===== config.mk =====
export PLATFORM = sky130hd
export DESIGN_NAME = clock_output_gating_ctrl
export DESIGN_NICKNAME = d
export VERILOG_FILES = /design/src/rtl/cogc_pkg.sv /design/src/rtl/cogc_gate_slice.sv /design/src/rtl/clock_output_gating_ctrl.sv
export VERILOG_INCLUDE_DIRS = /design/src /design/src/rtl
export SDC_FILE = /design/constraint.sdc
export NUM_CORES = 1
export LEC_CHECK = 0
export ABC_CLOCK_PERIOD_IN_PS = 1650
export BUFFER_PORTS_ARGS = -buffer_cell sky130_fd_sc_hd__buf_2
export CAP_MARGIN = 20
export CELL_PAD_IN_SITES_DETAIL_PLACEMENT = 0
export CELL_PAD_IN_SITES_GLOBAL_PLACEMENT = 2
export CORE_AREA = 4 4 145 147
export DETAILED_ROUTE_END_ITERATION = 10
export DIE_AREA = 0 0 149 151
export PLACE_DENSITY_LB_ADDON = 0.2
export SYNTH_ARGS = -nofsm -noshare
export SYNTH_HDL_FRONTEND = slang
export SYNTH_HIERARCHICAL = 1
export SYNTH_SLANG_ARGS = --single-unit

===== constraint.sdc =====
create_clock -name clock -period 1.65 [get_ports clock]
set_input_delay 0.165 -clock clock [delete_from_list [all_inputs] [get_ports clock]]
set_output_delay 0.165 -clock clock [all_outputs]
set_load 0.005 [all_outputs]

===== src/rtl/cogc_cfg.svh =====
// constants of the clock output gating block
`ifndef COGC_CFG_SVH
`define COGC_CFG_SVH

`define COGC_NUM_OUTPUTS 9
`define COGC_SYNC_STAGES 3
`define COGC_SYS_CLOCK_MHZ 50
`define COGC_SETTLE_TIME_US 1800
`define COGC_SETTLE_CYCLES (`COGC_SETTLE_TIME_US * `COGC_SYS_CLOCK_MHZ)

// register indices, byte address is four times the index
`define COGC_CTRL0_IDX 6'h00
`define COGC_ENABLE1_IDX 6'h01
`define COGC_ENABLE2_IDX 6'h02
`define COGC_STATUS_IDX 6'h08

`define COGC_CTRL0_RST 8'h00
`define COGC_ENABLE1_RST 8'h17
`define COGC_ENABLE2_RST 8'hF8
`define COGC_TARGET_ADDR 8'hD6

// enable bit positions per output
`define COGC_EN1_OUT0 4
`define COGC_EN1_OUT1 2
`define COGC_EN1_OUT2 1
`define COGC_EN1_OUT3 0
`define COGC_EN2_OUT4 7
`define COGC_EN2_OUT5 6
`define COGC_EN2_OUT6 5
`define COGC_EN2_OUT7 4
`define COGC_EN2_OUT8 3

// status field positions
`define COGC_ST_MODE_LSB 0
`define COGC_ST_SETTLED 2
`define COGC_ST_PDMODE 3
`define COGC_ST_ACTIVE_LSB 4
`define COGC_ST_TADDR_LSB 16

`define COGC_RESP_OKAY 2'h0
`define COGC_RESP_SLVERR 2'h2

`endif


===== src/rtl/cogc_pkg.sv =====
// types of the clock output gating block
`default_nettype none
package cogc_pkg;

	typedef enum logic [1:0] {
		MODE_FIRST_UP = 2'b00,
		MODE_RUN = 2'b01,
		MODE_PWR_DOWN = 2'b10
	} cogc_mode_t;

	typedef struct packed {
		logic [2:0] sync;
		logic on;
		logic out;
	} cogc_slice_t;

	typedef struct packed {
		cogc_mode_t mode;
		logic [1:0] pinSync;
		logic pdMode;
		logic [16:0] settleCnt;
		logic settled;
		logic phase;
		logic oscEnable;
		logic configActive;
		logic [7:0] ctrl0;
		logic [7:0] enable1;
		logic [7:0] enable2;
		logic awready;
		logic wready;
		logic awHeld;
		logic wHeld;
		logic [5:0] wIdx;
		logic [7:0] wData;
		logic wByte;
		logic bvalid;
		logic [1:0] bresp;
		logic arready;
		logic rvalid;
		logic [31:0] rdata;
		logic [1:0] rresp;
	} cogc_state_t;

endpackage : cogc_pkg
`default_nettype wire


===== src/rtl/cogc_gate_slice.sv =====
// glitch-free gate for one output clock
`timescale 1ns/1ps
`default_nettype none
`include "cogc_cfg.svh"
module cogc_gate_slice (
	input wire logic clock, // system clock
	input wire logic sys_rst, // synchronous reset, high
	input wire logic clkEn, // freezes state when low
	input wire logic srcLevel, // source clock level for the next cycle
	input wire logic enableIn, // combined enable request
	output logic gateOut, // gated output clock
	output logic activeOut // gate currently open
);
	cogc_pkg::cogc_slice_t st_reg;
	cogc_pkg::cogc_slice_t st_next;

	// sync chain, then the gate moves only in a low phase so no pulse is cut
	always_comb begin
		st_next = st_reg;
		st_next.sync = {st_reg.sync[1:0], enableIn};
		if (!srcLevel) begin
			st_next.on = st_reg.sync[`COGC_SYNC_STAGES - 1];
		end
		st_next.out = st_next.on & srcLevel; // parks low when closed
	end

	always_ff @(posedge clock) begin
		if (sys_rst) begin
			st_reg <= '0;
		end else if (clkEn) begin
			st_reg <= st_next;
		end
	end

	assign gateOut = st_reg.out;
	assign activeOut = st_reg.on;
endmodule : cogc_gate_slice
`default_nettype wire


===== src/rtl/clock_output_gating_ctrl.sv =====
// output gating control of a nine-output clock fanout buffer
//
// Register access over AXI4-Lite and the register addresses are this design's own decisions.
`timescale 1ns/1ps
`default_nettype none
`include "cogc_cfg.svh"
module clock_output_gating_ctrl #(
	parameter int unsigned SETTLE_CYCLES = `COGC_SETTLE_CYCLES // cycles until outputs may start
) (
	// clock, reset and freeze
	input wire logic clock, // system clock, 50 MHz
	input wire logic sys_rst, // synchronous reset, high; acts as power-up
	input wire logic clkEn, // freezes all state when low
	// board pins
	input wire logic power_good_power_down_pin, // shared power-good / power-down pin
	input wire logic [8:0] oePin, // per output enable pins, active high
	// write address channel
	input wire logic [7:0] s_axi_awaddr, // write address
	input wire logic s_axi_awvalid, // write address valid
	output logic s_axi_awready, // write address ready
	// write data channel
	input wire logic [31:0] s_axi_wdata, // write data
	input wire logic [3:0] s_axi_wstrb, // write strobes
	input wire logic s_axi_wvalid, // write data valid
	output logic s_axi_wready, // write data ready
	// write response channel
	output logic [1:0] s_axi_bresp, // write response
	output logic s_axi_bvalid, // write response valid
	input wire logic s_axi_bready, // write response ready
	// read address channel
	input wire logic [7:0] s_axi_araddr, // read address
	input wire logic s_axi_arvalid, // read address valid
	output logic s_axi_arready, // read address ready
	// read data channel
	output logic [31:0] s_axi_rdata, // read data
	output logic [1:0] s_axi_rresp, // read response
	output logic s_axi_rvalid, // read data valid
	input wire logic s_axi_rready, // read data ready
	// gated clocks and power state
	output logic [8:0] outClk, // gated output clocks
	output logic oscEnable, // oscillator enable
	output logic configActive // configuration logic active
);
	cogc_pkg::cogc_state_t st_reg;
	cogc_pkg::cogc_state_t st_next;
	logic [8:0] regEnable;
	logic [8:0] sliceEnable;
	logic [8:0] sliceActive;
	logic awHs;
	logic wHs;
	logic arHs;
	logic [5:0] rIdx;
	logic wMapped;
	logic [31:0] statusWord;

	// register bits mapped to outputs, 1 enables and 0 disables each one
	always_comb begin
		regEnable[0] = st_reg.enable1[`COGC_EN1_OUT0];
		regEnable[1] = st_reg.enable1[`COGC_EN1_OUT1];
		regEnable[2] = st_reg.enable1[`COGC_EN1_OUT2];
		regEnable[3] = st_reg.enable1[`COGC_EN1_OUT3];
		regEnable[4] = st_reg.enable2[`COGC_EN2_OUT4];
		regEnable[5] = st_reg.enable2[`COGC_EN2_OUT5];
		regEnable[6] = st_reg.enable2[`COGC_EN2_OUT6];
		regEnable[7] = st_reg.enable2[`COGC_EN2_OUT7];
		regEnable[8] = st_reg.enable2[`COGC_EN2_OUT8];
	end

	// both the pin and the bit must be high; either one alone stops the output
	always_comb begin
		for (int i = 0; i < `COGC_NUM_OUTPUTS; i++) begin
			sliceEnable[i] = oePin[i] & regEnable[i] & st_reg.settled
				& (st_reg.mode == cogc_pkg::MODE_RUN);
		end
	end

	// status word, a read-only view of the block's own state
	always_comb begin
		statusWord = 32'h00000000;
		statusWord[`COGC_ST_MODE_LSB +: 2] = st_reg.mode;
		statusWord[`COGC_ST_SETTLED] = st_reg.settled;
		statusWord[`COGC_ST_PDMODE] = st_reg.pdMode;
		statusWord[`COGC_ST_ACTIVE_LSB +: 9] = sliceActive;
		statusWord[`COGC_ST_TADDR_LSB +: 8] = `COGC_TARGET_ADDR;
	end

	assign awHs = s_axi_awvalid & st_reg.awready;
	assign wHs = s_axi_wvalid & st_reg.wready;
	assign arHs = s_axi_arvalid & st_reg.arready;
	assign rIdx = s_axi_araddr[7:2];
	assign wMapped = (st_reg.wIdx == `COGC_CTRL0_IDX) || (st_reg.wIdx == `COGC_ENABLE1_IDX)
		|| (st_reg.wIdx == `COGC_ENABLE2_IDX);

	// next state of mode, timing and register bus
	always_comb begin
		st_next = st_reg;
		// the pin is synchronised; a pulse shorter than one cycle may be missed
		st_next.pinSync = {st_reg.pinSync[0], power_good_power_down_pin};
		st_next.phase = ~st_reg.phase;
		case (st_reg.mode)
			cogc_pkg::MODE_FIRST_UP: begin
				// low here only holds outputs off; it is not a power-down request
				if (st_reg.pinSync[1]) begin
					st_next.mode = cogc_pkg::MODE_RUN;
					st_next.pdMode = 1'b1; // never cleared except by power-up
				end
			end
			cogc_pkg::MODE_RUN: begin
				if (!st_reg.pinSync[1]) begin
					st_next.mode = cogc_pkg::MODE_PWR_DOWN;
				end
			end
			cogc_pkg::MODE_PWR_DOWN: begin
				if (st_reg.pinSync[1]) begin
					st_next.mode = cogc_pkg::MODE_RUN; // slice gates open four to five cycles later, outputs pulse at five to six
				end
			end
			default: begin
				st_next.mode = cogc_pkg::MODE_FIRST_UP;
			end
		endcase
		st_next.oscEnable = (st_next.mode != cogc_pkg::MODE_PWR_DOWN);
		st_next.configActive = st_next.oscEnable;
		// outputs wait for the settle time, so they are stable by its end
		if (!st_reg.settled && st_reg.mode != cogc_pkg::MODE_PWR_DOWN) begin
			if (st_reg.settleCnt >= 17'(SETTLE_CYCLES - 1)) begin
				st_next.settled = 1'b1;
			end else begin
				st_next.settleCnt = st_reg.settleCnt + 17'h00001;
			end
		end
		// write address and data are taken in either order
		if (awHs) begin
			st_next.awHeld = 1'b1;
			st_next.wIdx = s_axi_awaddr[7:2];
		end
		if (wHs) begin
			st_next.wHeld = 1'b1;
			st_next.wData = s_axi_wdata[7:0];
			st_next.wByte = s_axi_wstrb[0];
		end
		if (st_reg.bvalid && s_axi_bready) begin
			st_next.bvalid = 1'b0;
		end
		if (st_reg.awHeld && st_reg.wHeld && !st_reg.bvalid) begin
			st_next.awHeld = 1'b0;
			st_next.wHeld = 1'b0;
			st_next.bvalid = 1'b1;
			// configuration logic is off in power-down, so writes are refused then
			if (wMapped && st_reg.configActive) begin
				st_next.bresp = `COGC_RESP_OKAY;
				if (st_reg.wByte) begin
					case (st_reg.wIdx)
						`COGC_CTRL0_IDX: st_next.ctrl0 = st_reg.wData;
						`COGC_ENABLE1_IDX: st_next.enable1 = st_reg.wData;
						`COGC_ENABLE2_IDX: st_next.enable2 = st_reg.wData;
						default: st_next.ctrl0 = st_reg.ctrl0;
					endcase
				end
			end else begin
				st_next.bresp = `COGC_RESP_SLVERR;
			end
		end
		st_next.awready = ~st_next.awHeld & ~st_next.bvalid;
		st_next.wready = ~st_next.wHeld & ~st_next.bvalid;
		// read path, status shows the block's own state
		if (st_reg.rvalid && s_axi_rready) begin
			st_next.rvalid = 1'b0;
		end
		if (arHs) begin
			st_next.rvalid = 1'b1;
			st_next.rresp = `COGC_RESP_OKAY;
			st_next.rdata = 32'h00000000;
			case (rIdx)
				`COGC_CTRL0_IDX: st_next.rdata[7:0] = st_reg.ctrl0;
				`COGC_ENABLE1_IDX: st_next.rdata[7:0] = st_reg.enable1;
				`COGC_ENABLE2_IDX: st_next.rdata[7:0] = st_reg.enable2;
				`COGC_STATUS_IDX: st_next.rdata = statusWord;
				default: st_next.rresp = `COGC_RESP_SLVERR;
			endcase
		end
		st_next.arready = ~st_next.rvalid;
	end

	// power-up loads every register default; clkEn low freezes everything
	always_ff @(posedge clock) begin
		if (sys_rst) begin
			st_reg <= '0;
			st_reg.mode <= cogc_pkg::MODE_FIRST_UP;
			st_reg.ctrl0 <= `COGC_CTRL0_RST;
			st_reg.enable1 <= `COGC_ENABLE1_RST;
			st_reg.enable2 <= `COGC_ENABLE2_RST;
			st_reg.oscEnable <= 1'b1;
			st_reg.configActive <= 1'b1;
			st_reg.awready <= 1'b1;
			st_reg.wready <= 1'b1;
			st_reg.arready <= 1'b1;
		end else if (clkEn) begin
			st_reg <= st_next;
		end
	end

	// output 0; each gate is independent, so stopping one never disturbs the rest
	cogc_gate_slice u_slice0 (
		.clock(clock),
		.sys_rst(sys_rst),
		.clkEn(clkEn),
		.srcLevel(st_next.phase),
		.enableIn(sliceEnable[0]),
		.gateOut(outClk[0]),
		.activeOut(sliceActive[0])
	);

	// output 1
	cogc_gate_slice u_slice1 (
		.clock(clock),
		.sys_rst(sys_rst),
		.clkEn(clkEn),
		.srcLevel(st_next.phase),
		.enableIn(sliceEnable[1]),
		.gateOut(outClk[1]),
		.activeOut(sliceActive[1])
	);

	// output 2
	cogc_gate_slice u_slice2 (
		.clock(clock),
		.sys_rst(sys_rst),
		.clkEn(clkEn),
		.srcLevel(st_next.phase),
		.enableIn(sliceEnable[2]),
		.gateOut(outClk[2]),
		.activeOut(sliceActive[2])
	);

	// output 3
	cogc_gate_slice u_slice3 (
		.clock(clock),
		.sys_rst(sys_rst),
		.clkEn(clkEn),
		.srcLevel(st_next.phase),
		.enableIn(sliceEnable[3]),
		.gateOut(outClk[3]),
		.activeOut(sliceActive[3])
	);

	// output 4, first one steered by the second enable register
	cogc_gate_slice u_slice4 (
		.clock(clock),
		.sys_rst(sys_rst),
		.clkEn(clkEn),
		.srcLevel(st_next.phase),
		.enableIn(sliceEnable[4]),
		.gateOut(outClk[4]),
		.activeOut(sliceActive[4])
	);

	// output 5
	cogc_gate_slice u_slice5 (
		.clock(clock),
		.sys_rst(sys_rst),
		.clkEn(clkEn),
		.srcLevel(st_next.phase),
		.enableIn(sliceEnable[5]),
		.gateOut(outClk[5]),
		.activeOut(sliceActive[5])
	);

	// output 6
	cogc_gate_slice u_slice6 (
		.clock(clock),
		.sys_rst(sys_rst),
		.clkEn(clkEn),
		.srcLevel(st_next.phase),
		.enableIn(sliceEnable[6]),
		.gateOut(outClk[6]),
		.activeOut(sliceActive[6])
	);

	// output 7
	cogc_gate_slice u_slice7 (
		.clock(clock),
		.sys_rst(sys_rst),
		.clkEn(clkEn),
		.srcLevel(st_next.phase),
		.enableIn(sliceEnable[7]),
		.gateOut(outClk[7]),
		.activeOut(sliceActive[7])
	);

	// output 8, last of the nine
	cogc_gate_slice u_slice8 (
		.clock(clock),
		.sys_rst(sys_rst),
		.clkEn(clkEn),
		.srcLevel(st_next.phase),
		.enableIn(sliceEnable[8]),
		.gateOut(outClk[8]),
		.activeOut(sliceActive[8])
	);

	assign s_axi_awready = st_reg.awready;
	assign s_axi_wready = st_reg.wready;
	assign s_axi_bvalid = st_reg.bvalid;
	assign s_axi_bresp = st_reg.bresp;
	assign s_axi_arready = st_reg.arready;
	assign s_axi_rvalid = st_reg.rvalid;
	assign s_axi_rdata = st_reg.rdata;
	assign s_axi_rresp = st_reg.rresp;
	assign oscEnable = st_reg.oscEnable;
	assign configActive = st_reg.configActive;
endmodule : clock_output_gating_ctrl
`default_nettype wire


== Word-level counts from Yosys, hierarchy flattened ==
Index checks and enable logic that the tools add are counted.

* Input bits: 70
* Flip-flop bits (word level): 152
* Output and inout bits: 52

* Muxes and demuxes: 23
* Equality and inequality tests: 9
* Magnitude comparators: 1
* Add/sub/neg operators: 1
* Reduce and logical (&&, ||, !) cells: 25
* Bitwise gates (word level): 47

{| class="wikitable"
|+ Operator list
! cell !! count
|-
| 1-bit bitwise AND || 41
|-
| 35-bit 2-to-1 mux || 1
|-
| 8-bit case mux with 4 select lines || 1
|-
| 17-bit by 1-bit adder with 17-bit output (second input constant) || 1
|-
| 17-bit greater-or-equal comparator (second input constant) || 1
|-
| 16-bit 2-to-1 mux || 1
|-
| 5-bit AND reduction || 3
|-
| 1-bit 2-to-1 mux || 13
|-
| 6-bit by 1-bit equality test with 1-bit output (second input constant) || 2
|-
| 6-bit by 2-bit equality test with 1-bit output (second input constant) || 2
|-
| 6-bit zero test || 2
|-
| 2-bit 2-to-1 mux || 5
|-
| 3-bit AND reduction || 3
|-
| 2-bit AND reduction || 4
|-
| 6-bit by 4-bit equality test with 1-bit output (second input constant) || 1
|-
| 1-bit logical AND || 6
|-
| 1-bit NOT || 6
|-
| 2-bit inequality test (second input constant) || 2
|-
| 2-bit case mux with 2 select lines || 1
|-
| 4-bit OR reduction || 1
|-
| 3-bit 2-to-1 mux || 1
|-
| 2-bit by 1-bit equality test with 1-bit output (second input constant) || 1
|-
| 2-bit equality test (second input constant) || 1
|-
| 1-bit zero test || 2
|-
| other kinds (3) || 4
|}

== Depth between registers and ports, before layout ==
Gate-level depths: netlist (run 1).

* Word-level depth: 8
* Depth in mapped cells: 8

== Modules after synthesis ==
The synthesis (run 1) kept the hierarchy.

{| class="wikitable"
|+ By module, submodules not included
! module !! cells each !! area an instance (µm²) !! sequential area each (µm²) !! times used
|-
| clock_output_gating_ctrl || 459 || 4065.1 || 1741.7 || 1
|-
| cogc_gate_slice || 19 || 197.7 || 100.1 || 9
|}

== Worst setup path before layout (run 1) ==
No wires, ideal clock.

* Kind: flip-flop to flip-flop
* Start point: register st_reg[86] in the netlist's numbering
* End point: register st_reg[99] in the netlist's numbering
* Path buffers: 0
* Period minus slack after synthesis: 1.739 ns
* Stages on the path, launching flop included: 7
* Arrival time: 1.618 ns
* Setup slack: -0.089 ns
* Cells stage by stage: dfxtp_1 > ha_1 > a21oi_1 > o21ai_1 > a21o_1 > nor4_1 > mux2_2

* Word-level cells in the longest chain between the ends: 3

{| class="wikitable"
|+ RTL lines
! item !! line !! text
|-
| start: declaration || clock_output_gating_ctrl.sv:44 || <nowiki>cogc_pkg::cogc_state_t st_reg;</nowiki>
|-
| start signal: assignment || clock_output_gating_ctrl.sv:199 || <nowiki>st_reg <= st_next;</nowiki>
|-
| 17-bit greater-or-equal comparator || clock_output_gating_ctrl.sv:126 || <nowiki>if (st_reg.settleCnt >= 17'(SETTLE_CYCLES - 1)) begin</nowiki>
|-
| 1-bit NOT (no source line) || -- ||
|-
| 3-bit AND reduction (no source line) || -- ||
|}

Several ways; a longest one is shown, not always the timed one.
A chain may end at the register's enable or synchronous reset.

== Worst setup path in the final report (run 1) ==
* Start point: register st_reg[87] in the netlist's numbering
* End point: register st_reg[91] in the netlist's numbering

The elaborated chain is that of the path after synthesis.

==> reports/metrics.yaml, run 1 <==
outcome:
  status: "finished with violations"
  violations: "setup timing"
run:
  max-cap-violations: 0
detailed_routing:
  drt_iter0_markers: 277
  drtPass1Iterations: 4
  wl_per_cell_um: 14.5
  vias: 4693
  ant_nets: 0
  drc: 0
  wirelength_um: 14900
  vias_per_cell: 4.56
synthesis:
  synth_cell_types: 53
  ys_top_cells_by_area: "dfxtp_1, mux2i_1, buf_4"
  synth_top_area_cell: "dfxtp_1"
  ys_seq_area_share_pct: 45.2
  yosys_warnings: 6
  yosys.area.top_type_share_pct: 45.2
  synth-seq-cells: 132
  async_reset_ff_share_pct: 0
  synthFlopType: "dfxtp_1"
  netlist_instances: 630
  avgSynthCellArea_sq_um: 9.28
  syn_area_sq_um: 5840
  synth_edf_count: 0
finish:
  fillers: 2033
  nets: 823
  fin_cells: 1029
  diodes: 0
  areaGrowthSynthToFinish_pct: 31.4
  layout_common_cells: "dfxtp_1, nor2_1, buf_2, mux2i_1, buf_4"
  seq_area_sq_um: 2650
  largest_reg_flops: 55
  multi_input_area_sq_um: 2880
  drive_above_1_share_pct: 27.9
  layout_commonest_cell: "dfxtp_1"
pwr:
  p_per_area_nw_per_um2: 1000
  p_total_mw: 7.70
  pwr-share-seq_pct: 42.7
  p_int_mw: 6.07
  sw_frac_of_total_pct: 21.1
  clkPwrFrac_pct: 50.6
  p_leak_nw: 3.09
  pwr-share-comb_pct: 6.8
  p_switching_mw: 1.63
  ir_worst_vdd_v: 0.000734
timing:
  fin_crit_sh_pct: 106
  hold_ws_ns: 0.0117
  fin_skew_ns: 0.00756
  fmax_ghz: 0.571
  finalMaxSlewViolations: 0
  min_period_ns: 1.75
  setup_viol: 21
  hold_viol: 0
  layout_setup_ws_ns: -0.102
  rsz0062_at_grt: "yes"
placed_design:
  dpl.hpwl_um: 10600
  dp_cells: 987
  finalWeightedCongestion: 0.754
  io_buffers: 74
die:
  initial_core_util_pct: 29.4
  num_rows: 52
  die_y_um: 151
  core_area_sq_um: 19900
  die_area_sq_um: 22500
  io-pin-count: 122
  die_w_um: 149
critical_path:
  cp-end-kind: "register"
  cp-start-kind: "register"
  critPathSlowestCell: "or4_4"
  arrival_ns: 2.09
  cpMostUsedCell: "a21oi_2"
  slowest_delay_ns: 0.50
  path_cells: "ha_4 > a21oi_2 > o21ai_2 > a21o_1 > buf_6 > or4_4 > a21oi_2"
  worstPathMaxFanout: 6
  crit_type: "register to register"
  worstPathRequired_ns: 1.99
clocking:
  clk_pin_slew_ns: 0.05
  cts_tree: "done"
  insertion_delay_ns: 0.42
  clock_sinks: 132
  htree_levels: 4
  cts_buffers: 17
  root_buffer: "clkbuf_16"
  cts.path.max_buffers: 2
global_route:
  overflow: 0
  grt_pass1_wl_um: 24400
  grt_max_degree: 53
  antenna_found_initial: 0
  grt_pass1_vias: 4767
  grt_use_total_pct: 13.9
worst_hold_path:
  hp-class: "input port to register"
## per-layer routing
metal	up-vias	routed length (um)	track usage [%]
met5	-	0	0
met4	0	224	5.17
met3	13	524	3.17
met2	92	7130	22.8
met1	2186	7020	17.9
li1	2402	-	-
## kinds of logic (layout without fill, tap and decap cells)
logic type               count (synthesis)  in the layout  synth area share [%]
buffers and inverters                   79            193                  9.16
AO/OA/AOI/OAI                          114            114                  11.9
flip-flops                             132            132                  45.2
adder cells (fa/ha/maj)                  1              1                 0.214
multiplexers                            61             61                  10.5
XOR/XNOR                                 5              5                 0.749
AND/OR/NAND/NOR                        237            237                  22.2
other                                    1             16                0.0642
## worst paths after layout
check,startpoint,end,slack (ns),depth (start not counted)
setup / recovery,st_reg[87],st_reg[91],-0.10,7
hold / removal,s_axi_awaddr[3],st_reg[49],0.01,3
setup reg to reg,st_reg[87],st_reg[91],-0.10,7
hold reg to reg,s_axi_rdata[10],s_axi_rdata[10],0.45,2
## what timing repair did
action,in CTS,in global routing
resized for setup,5,29
hold endpoints to repair,14,0
hold buffers,14,0
setup buffers,2,1
setup endpoints to repair,32,40
pin swaps,10,9
## worst max-delay path, delay by kind of cell, from the launching register on
family / cells / cell delay (ns)
flip-flops: 1 / 0.36
AND/OR/NAND/NOR: 1 / 0.50
adder cells (fa/ha/maj): 1 / 0.16
AO/OA/AOI/OAI: 4 / 0.53
buffers and inverters: 1 / 0.14
## through the flow
step	worst slack (ns)	utilization [%]	TNS (ns)	cell area, sq um
detailed placement	-0.134	34.0	-1.72	6780
global placement	-0.129	34.0	-1.32	6780
CTS	-0.121	38.0	-1.52	7560
floorplan	-0.0364	-	-0.0364	5950
global route	-0.174	38.6	-3.63	7680
finish	-0.102	38.6	-1.12	7680
## Yosys cell counts, types with 3 or more instances
| library cell | instances |
|---|---|
| dfxtp_1 | 132 |
| nor2_1 | 75 |
| mux2i_1 | 59 |
| a21oi_1 | 48 |
| buf_4 | 41 |
| nand2_1 | 36 |
| nand3_1 | 23 |
| nand2b_1 | 19 |
| o21ai_0 | 18 |
| nor2b_1 | 15 |
| and3_1 | 13 |
| nor3_1 | 13 |
| buf_6 | 11 |
| clkbuf_1 | 10 |
| inv_1 | 10 |
| o21ai_1 | 10 |
| nand4bb_1 | 9 |
| a22o_1 | 8 |
| a22oi_1 | 8 |
| a211o_1 | 7 |
| or3_1 | 7 |
| nand4_1 | 6 |
| buf_1 | 5 |
| or4_1 | 5 |
| o31ai_1 | 4 |
| a31oi_1 | 3 |
| xnor2_1 | 3 |
## cell type report
class                   instances  area share, %
well taps                     270           4.40
repair buffers                157           15.3
inverters                      10          0.489
flip-flops and latches        132           34.6
multi-input cells             434           37.5
clock buffers                  20           6.08
clock inverters                 6           1.69
## power groups by stage
stage | Sequential, mW | Combinational (mW) | Clock, mW
after floorplan | 3.34 | 0.310 | 0
after global placement | 3.35 | 0.484 | 0
after detailed placement | 3.35 | 0.490 | 0
after CTS | 3.28 | 0.518 | 4.01
after global routing | 3.29 | 0.580 | 4.13
final | 3.28 | 0.520 | 3.89
Power figures use the tool's default switching activity.
==> inputs of run 2 (changes only) <==
--- a/config.mk
+++ b/config.mk
@@ -6,7 +6,7 @@
 export SDC_FILE = /design/constraint.sdc
 export NUM_CORES = 1
 export LEC_CHECK = 0
-export ABC_CLOCK_PERIOD_IN_PS = 1650
+export ABC_CLOCK_PERIOD_IN_PS = 1400
 export BUFFER_PORTS_ARGS = -buffer_cell sky130_fd_sc_hd__buf_2
 export CAP_MARGIN = 20
 export CELL_PAD_IN_SITES_DETAIL_PLACEMENT = 0
==> constraint.sdc (replaced) <==
create_clock -name clock -period 1.4 [get_ports clock]
set_input_delay 0.14 -clock clock [delete_from_list [all_inputs] [get_ports clock]]
set_output_delay 0.14 -clock clock [all_outputs]
set_load 0.005 [all_outputs]
==> run 2 against run 1 <==
Net effect: the run still ends with setup timing left; design area grew 5.6%; first-iteration DRC count decreased by 35%; sequential share of layout area is 1.7 points lower; power grew 18%; critical path depth shrank 1; non-clock buffer count rose by 18; hold slack improved by 0.015 ns; count of clock-buffer cells in the layout fell by 1; die area stayed put; clock skew fell by 0.0014 ns; clock power increased by 17%.
==> reports/metrics.yaml, run 2 (synthesis results as in run 1) <==
outcome:
  status: "finished with violations"
  violations: "setup timing"
critical_path:
  slowest_delay_ns: 0.43
  rrSetupSlack_ns: -0.36
  worstPathRequired_ns: 1.75
  arrival_ns: 2.11
  cp-end-kind: "register"
  path_cells: "a21oi_4 > o2111ai_4 > buf_6 > a211o_4 > or4_4 > a21oi_2"
  crit_type: "register to register"
  worstPathMaxFanout: 8
  critPathSlowestCell: "or4_4"
  cp-start-kind: "register"
clocking:
  cts_tree: "done"
  root_buffer: "clkbuf_16"
  insertion_delay_ns: 0.41
  cts_buffers: 17
  clock_sinks: 132
  htree_levels: 4
  cts.path.max_buffers: 2
  clk_pin_slew_ns: 0.05
global_route:
  grt_use_total_pct: 13.7
  global_route.peak_usage_layer: "met2"
  antenna_found_initial: 0
  overflow: 0
  grt_max_degree: 65
  grt_util_met3_pct: 3.26
  met1_usage_pct: 17.5
  met2_usage_pct: 22.5
  grt_pass1_wl_um: 24100
  grt_pass1_vias: 4726
die:
  die_y_um: 151
  initial_core_util_pct: 29.4
  die_area_sq_um: 22500
  core_area_sq_um: 19900
  die_w_um: 149
  num_rows: 52
  io-pin-count: 122
detailed_routing:
  drt_iter0_markers: 179
  drtPass1Iterations: 4
  vias: 4865
  vias_per_cell: 4.62
  wirelength_um: 15500
  drc: 0
  wl_per_cell_um: 14.7
  ant_nets: 0
placed_design:
  io_buffers: 74
  dpl.hpwl_um: 10500
  dp_slack_ns: -0.444
  finalWeightedCongestion: 0.722
pwr:
  p_per_area_nw_per_um2: 1120
  ir_worst_vdd_v: 0.000758
  p_total_mw: 9.09
  p_leak_nw: 3.23
worst_hold_path:
  hp-class: "input port to register"
timing:
  fin_skew_ns: 0.00621
  layout_setup_ws_ns: -0.364
  hold_ws_ns: 0.0267
  fmax_ghz: 0.567
  min_period_ns: 1.76
  rsz0062_at_grt: "yes"
  finalMaxSlewViolations: 0
  fin_crit_sh_pct: 126
  hold_viol: 0
  setup_viol: 41
  setup_tns_ns: -9.88
finish:
  diodes: 0
  drive_above_1_share_pct: 34.0
  nets: 842
  layout_common_cells: "dfxtp_1, nor2_1, buf_2, buf_4, mux2i_1"
  layout_commonest_cell: "dfxtp_1"
  areaGrowthSynthToFinish_pct: 38.7
  largest_reg_flops: 55
run:
  max-cap-violations: 0
## run 2: cell count changes in the layout (fill, tap and decap cells not counted), sizes merged
cell	previous run	this run
buf	143	159
clkinvlp	0	3
clkinv	2	4
inv	10	12
a21o	1	2
bufinv	4	3
dlygate4sd3	14	15
## run 2: worst paths after layout
check            startpoint              to  cells after the start
max             st_reg[100]     st_reg[102]                      6
min          s_axi_wdata[3]      st_reg[43]                      3
max reg2reg     st_reg[100]     st_reg[102]                      6
min reg2reg  s_axi_rdata[8]  s_axi_rdata[8]                      2
## run 2: layout make-up
| cell class | count | area (sq um) |
|---|---|---|
| Clock inverter | 12 | 154 |
| Clock buffer | 19 | 453 |
| Multi-Input combinational cell | 435 | 3100 |
| Tap cell | 270 | 338 |
| Sequential cell | 132 | 2670 |
| Timing Repair Buffer | 175 | 1350 |
| Fill cell | 2007 | 11800 |
| Inverter | 10 | 37.5 |
## run 2: where the power goes
group	internal (mW)	switching (mW)
Sequential	3.81	0.0537
Combinational	0.316	0.354
Clock	2.89	1.67
Total	7.01	2.08
## run 2: timing repair
item                                    CTS  global route
buffers inserted                          1            11
gates resized for setup                  21            60
cloned                                    1             2
endpoints found under the setup margin   42            51
hold buffers                             15             0
pin swaps                                11            17
endpoints found under the hold margin    15             0
## run 2: critical path, delay by kind of cell (launching register included)
family | cells | cell delay (ns)
compound gates | 4 | 0.77
buf+inv | 1 | 0.16
flops | 1 | 0.33
simple gates | 1 | 0.43
## run 2: through the flow
step                      area [sq um]  util (%)  instances
after CTS                         7750      39.0       1041
after floorplan                   6030         -        645
after global placement            6890      34.6        993
after detailed placement          6890      34.6        993
after global routing              8100      40.7       1053
final                             8100      40.7       1053
## run 2: layer usage
metal  wire length [um]  vias to the layer above
li1                   -                     2452
met1               7310                     2323
met2               7420                       76
met3                515                       14
met4                208                        0
met5                  0                        -
==> inputs of run 3 (changes only) <==
--- a/config.mk
+++ b/config.mk
@@ -10,10 +10,10 @@
 export BUFFER_PORTS_ARGS = -buffer_cell sky130_fd_sc_hd__buf_2
 export CAP_MARGIN = 20
 export CELL_PAD_IN_SITES_DETAIL_PLACEMENT = 0
-export CELL_PAD_IN_SITES_GLOBAL_PLACEMENT = 2
-export CORE_AREA = 4 4 145 147
+export CELL_PAD_IN_SITES_GLOBAL_PLACEMENT = 1
+export CORE_AREA = 4 4 131 133
 export DETAILED_ROUTE_END_ITERATION = 10
-export DIE_AREA = 0 0 149 151
+export DIE_AREA = 0 0 135 137
 export PLACE_DENSITY_LB_ADDON = 0.2
 export SYNTH_ARGS = -nofsm -noshare
 export SYNTH_HDL_FRONTEND = slang
==> run 3 against run 2 <==
Net effect: the flow still finishes with violations (setup timing); die area decreased by 18%; cell count decreased by 5.5%; hold slack improved by 0.020 ns; global-route usage increased by 2.4 points; combinational power decreased by 4.6%; sequential power about the same; setup slack got worse by 0.016 ns; critical path depth unchanged; design area decreased by 2.7%; register-to-register slack got worse by 0.02 ns; critical path type unchanged; largest power group unchanged; highest routed layer unchanged.
==> reports/metrics.yaml, run 3 (synthesis results as in run 1) <==
outcome:
  status: "finished with violations"
  violations: "setup timing"
critical_path:
  slowest_delay_ns: 0.43
  worstPathRequired_ns: 1.75
  worstPathMaxFanout: 8
  worstReg2RegEnd: "st_reg[102]"
  r2r-start: "st_reg[99]"
  cp-start-kind: "register"
  crit_type: "register to register"
  cp-end-kind: "register"
  rrSetupSlack_ns: -0.38
  path_cells: "a21oi_4 > o2111ai_4 > buf_6 > a211o_4 > or4_4 > a21oi_2"
  critPathSlowestCell: "or4_4"
  arrival_ns: 2.13
  worstRegToRegCells: 6
timing:
  fin_crit_sh_pct: 127
  tightest_slew_ns: 0.508
  finalMaxSlewViolations: 0
  fin_skew_ns: 0.0115
  layout_setup_ws_ns: -0.380
  min_period_ns: 1.78
  hold_ws_ns: 0.0464
  rsz0062_at_grt: "yes"
  hold_viol: 0
  maxSlewHeadroom_pct: 66.2
  fmax_ghz: 0.562
  setup_viol: 41
finish:
  design_area_sq_um: 7890
  layout_common_cells: "dfxtp_1, nor2_1, buf_2, buf_4, mux2i_1"
  areaGrowthSynthToFinish_pct: 35.0
  drive_above_1_share_pct: 33.0
  nets: 838
  diodes: 0
  largest_reg_flops: 55
  layout_commonest_cell: "dfxtp_1"
  fin_util_pct: 49.8
  fillers: 1491
die:
  die_y_um: 137
  core_area_sq_um: 15800
  die_w_um: 135
  num_rows: 46
  io-pin-count: 122
  die_area_sq_um: 18500
  initial_core_util_pct: 36.9
detailed_routing:
  drc: 0
  wirelength_um: 15100
  wl_per_cell_um: 15.1
  drt_iter0_markers: 250
  drtPass1Iterations: 4
  vias: 4858
  ant_nets: 0
  vias_per_cell: 4.88
global_route:
  grt_use_total_pct: 16.1
  grt_pass1_vias: 4774
  antenna_found_initial: 0
  grt_pass1_wl_um: 23800
  grt_max_degree: 43
  overflow: 0
placed_design:
  io_buffers: 74
  place_area_sq_um: 6770
  dpl.hpwl_um: 10300
  finalWeightedCongestion: 0.801
clocking:
  cts_tree: "done"
  clk_pin_slew_ns: 0.06
  htree_levels: 4
  cts.path.max_buffers: 2
  clock_sinks: 132
  root_buffer: "clkbuf_16"
  cts_buffers: 17
  insertion_delay_ns: 0.42
worst_hold_path:
  min_to: "s_axi_arready"
  holdPathStages: 3
  hp-start: "s_axi_arvalid"
  hp-class: "input port to register"
pwr:
  sw_frac_of_total_pct: 23.1
  pwr-share-seq_pct: 43.6
  pwr-share-comb_pct: 7.2
  ir_worst_vdd_v: 0.000844
  p_leak_nw: 3.21
  p_per_area_nw_per_um2: 1120
  clkPwrFrac_pct: 49.2
  p_switching_mw: 2.05
  p_int_mw: 6.82
run:
  max-cap-violations: 0
[run 3: changes by cell type in the layout (fill, tap and decap cells not counted), moves of 3 or more]
| cell | change |
|---|---|
| or3_1 | +3 |
| and3_4 | -5 |
| and3_1 | +5 |
| or3_4 | -3 |
[run 3: cell type report]
type                            instances  area [sq um]  area share [%]
Sequential cell                       132          2670            33.8
Inverter                               10          37.5           0.476
Clock inverter                         12           129            1.63
Timing Repair Buffer                  172          1300            16.5
Tap cell                              216           270            3.43
Clock buffer                           19           453            5.74
Multi-Input combinational cell        434          3030            38.4
[run 3: repair_timing]
action / 4_1_cts / 5_1_grt
setup buffers: 8 / 7
hold buffers: 16 / 0
endpoints found under the setup margin: 41 / 50
gates resized for setup: 26 / 46
pin swaps: 13 / 16
gates cloned: 1 / 2
endpoints found under the hold margin: 16 / 0
[run 3: per-layer routing]
layer	wire length, um	vias to the layer above	GRT usage (%)
li1	-	2438	-
met5	0	-	0
met2	7200	88	26.7
met4	174	0	5.32
met1	7170	2318	20.6
met3	522	14	4.04
[run 3: power groups by stage]
| stage | registers [mW] | logic, mW | clock network (mW) |
|---|---|---|---|
| floorplan | 3.94 | 0.372 | 0 |
| global placement | 3.95 | 0.559 | 0 |
| detailed placement | 3.95 | 0.568 | 0 |
| CTS | 3.87 | 0.621 | 4.45 |
| global route | 3.87 | 0.697 | 4.66 |
| finish | 3.87 | 0.639 | 4.36 |
[run 3: how the worst max path moves through the flow]
stage	start	cells after the start	slack, ns	end
floorplan	st_reg[86]	6	-0.27	st_reg[99]
global placement	st_reg[87]	6	-0.39	st_reg[99]
detailed placement	st_reg[87]	6	-0.44	st_reg[99]
CTS	st_reg[87]	6	-0.35	st_reg[99]
global route	st_reg[99]	6	-0.45	st_reg[102]
finish	st_reg[99]	6	-0.38	st_reg[102]
[run 3: worst max-delay path: cells and delay by family (launching register included)]
family / cells / cell delay, ns
compound gates: 4 / 0.79
buf+inv: 1 / 0.16
flops: 1 / 0.33
simple gates: 1 / 0.43
[run 3: metrics by stage]
step / TNS [ns] / worst slack, ns / instances / power (mW)
2_1_floorplan: -5.92 / -0.269 / 645 / 4.31
3_3_place_gp: -11.26 / -0.389 / 934 / 4.50
3_5_place_dp: -12.83 / -0.438 / 934 / 4.52
4_1_cts: -9.86 / -0.351 / 989 / 8.94
5_1_grt: -13.24 / -0.446 / 995 / 9.23
6_report: -9.92 / -0.380 / 995 / 8.86
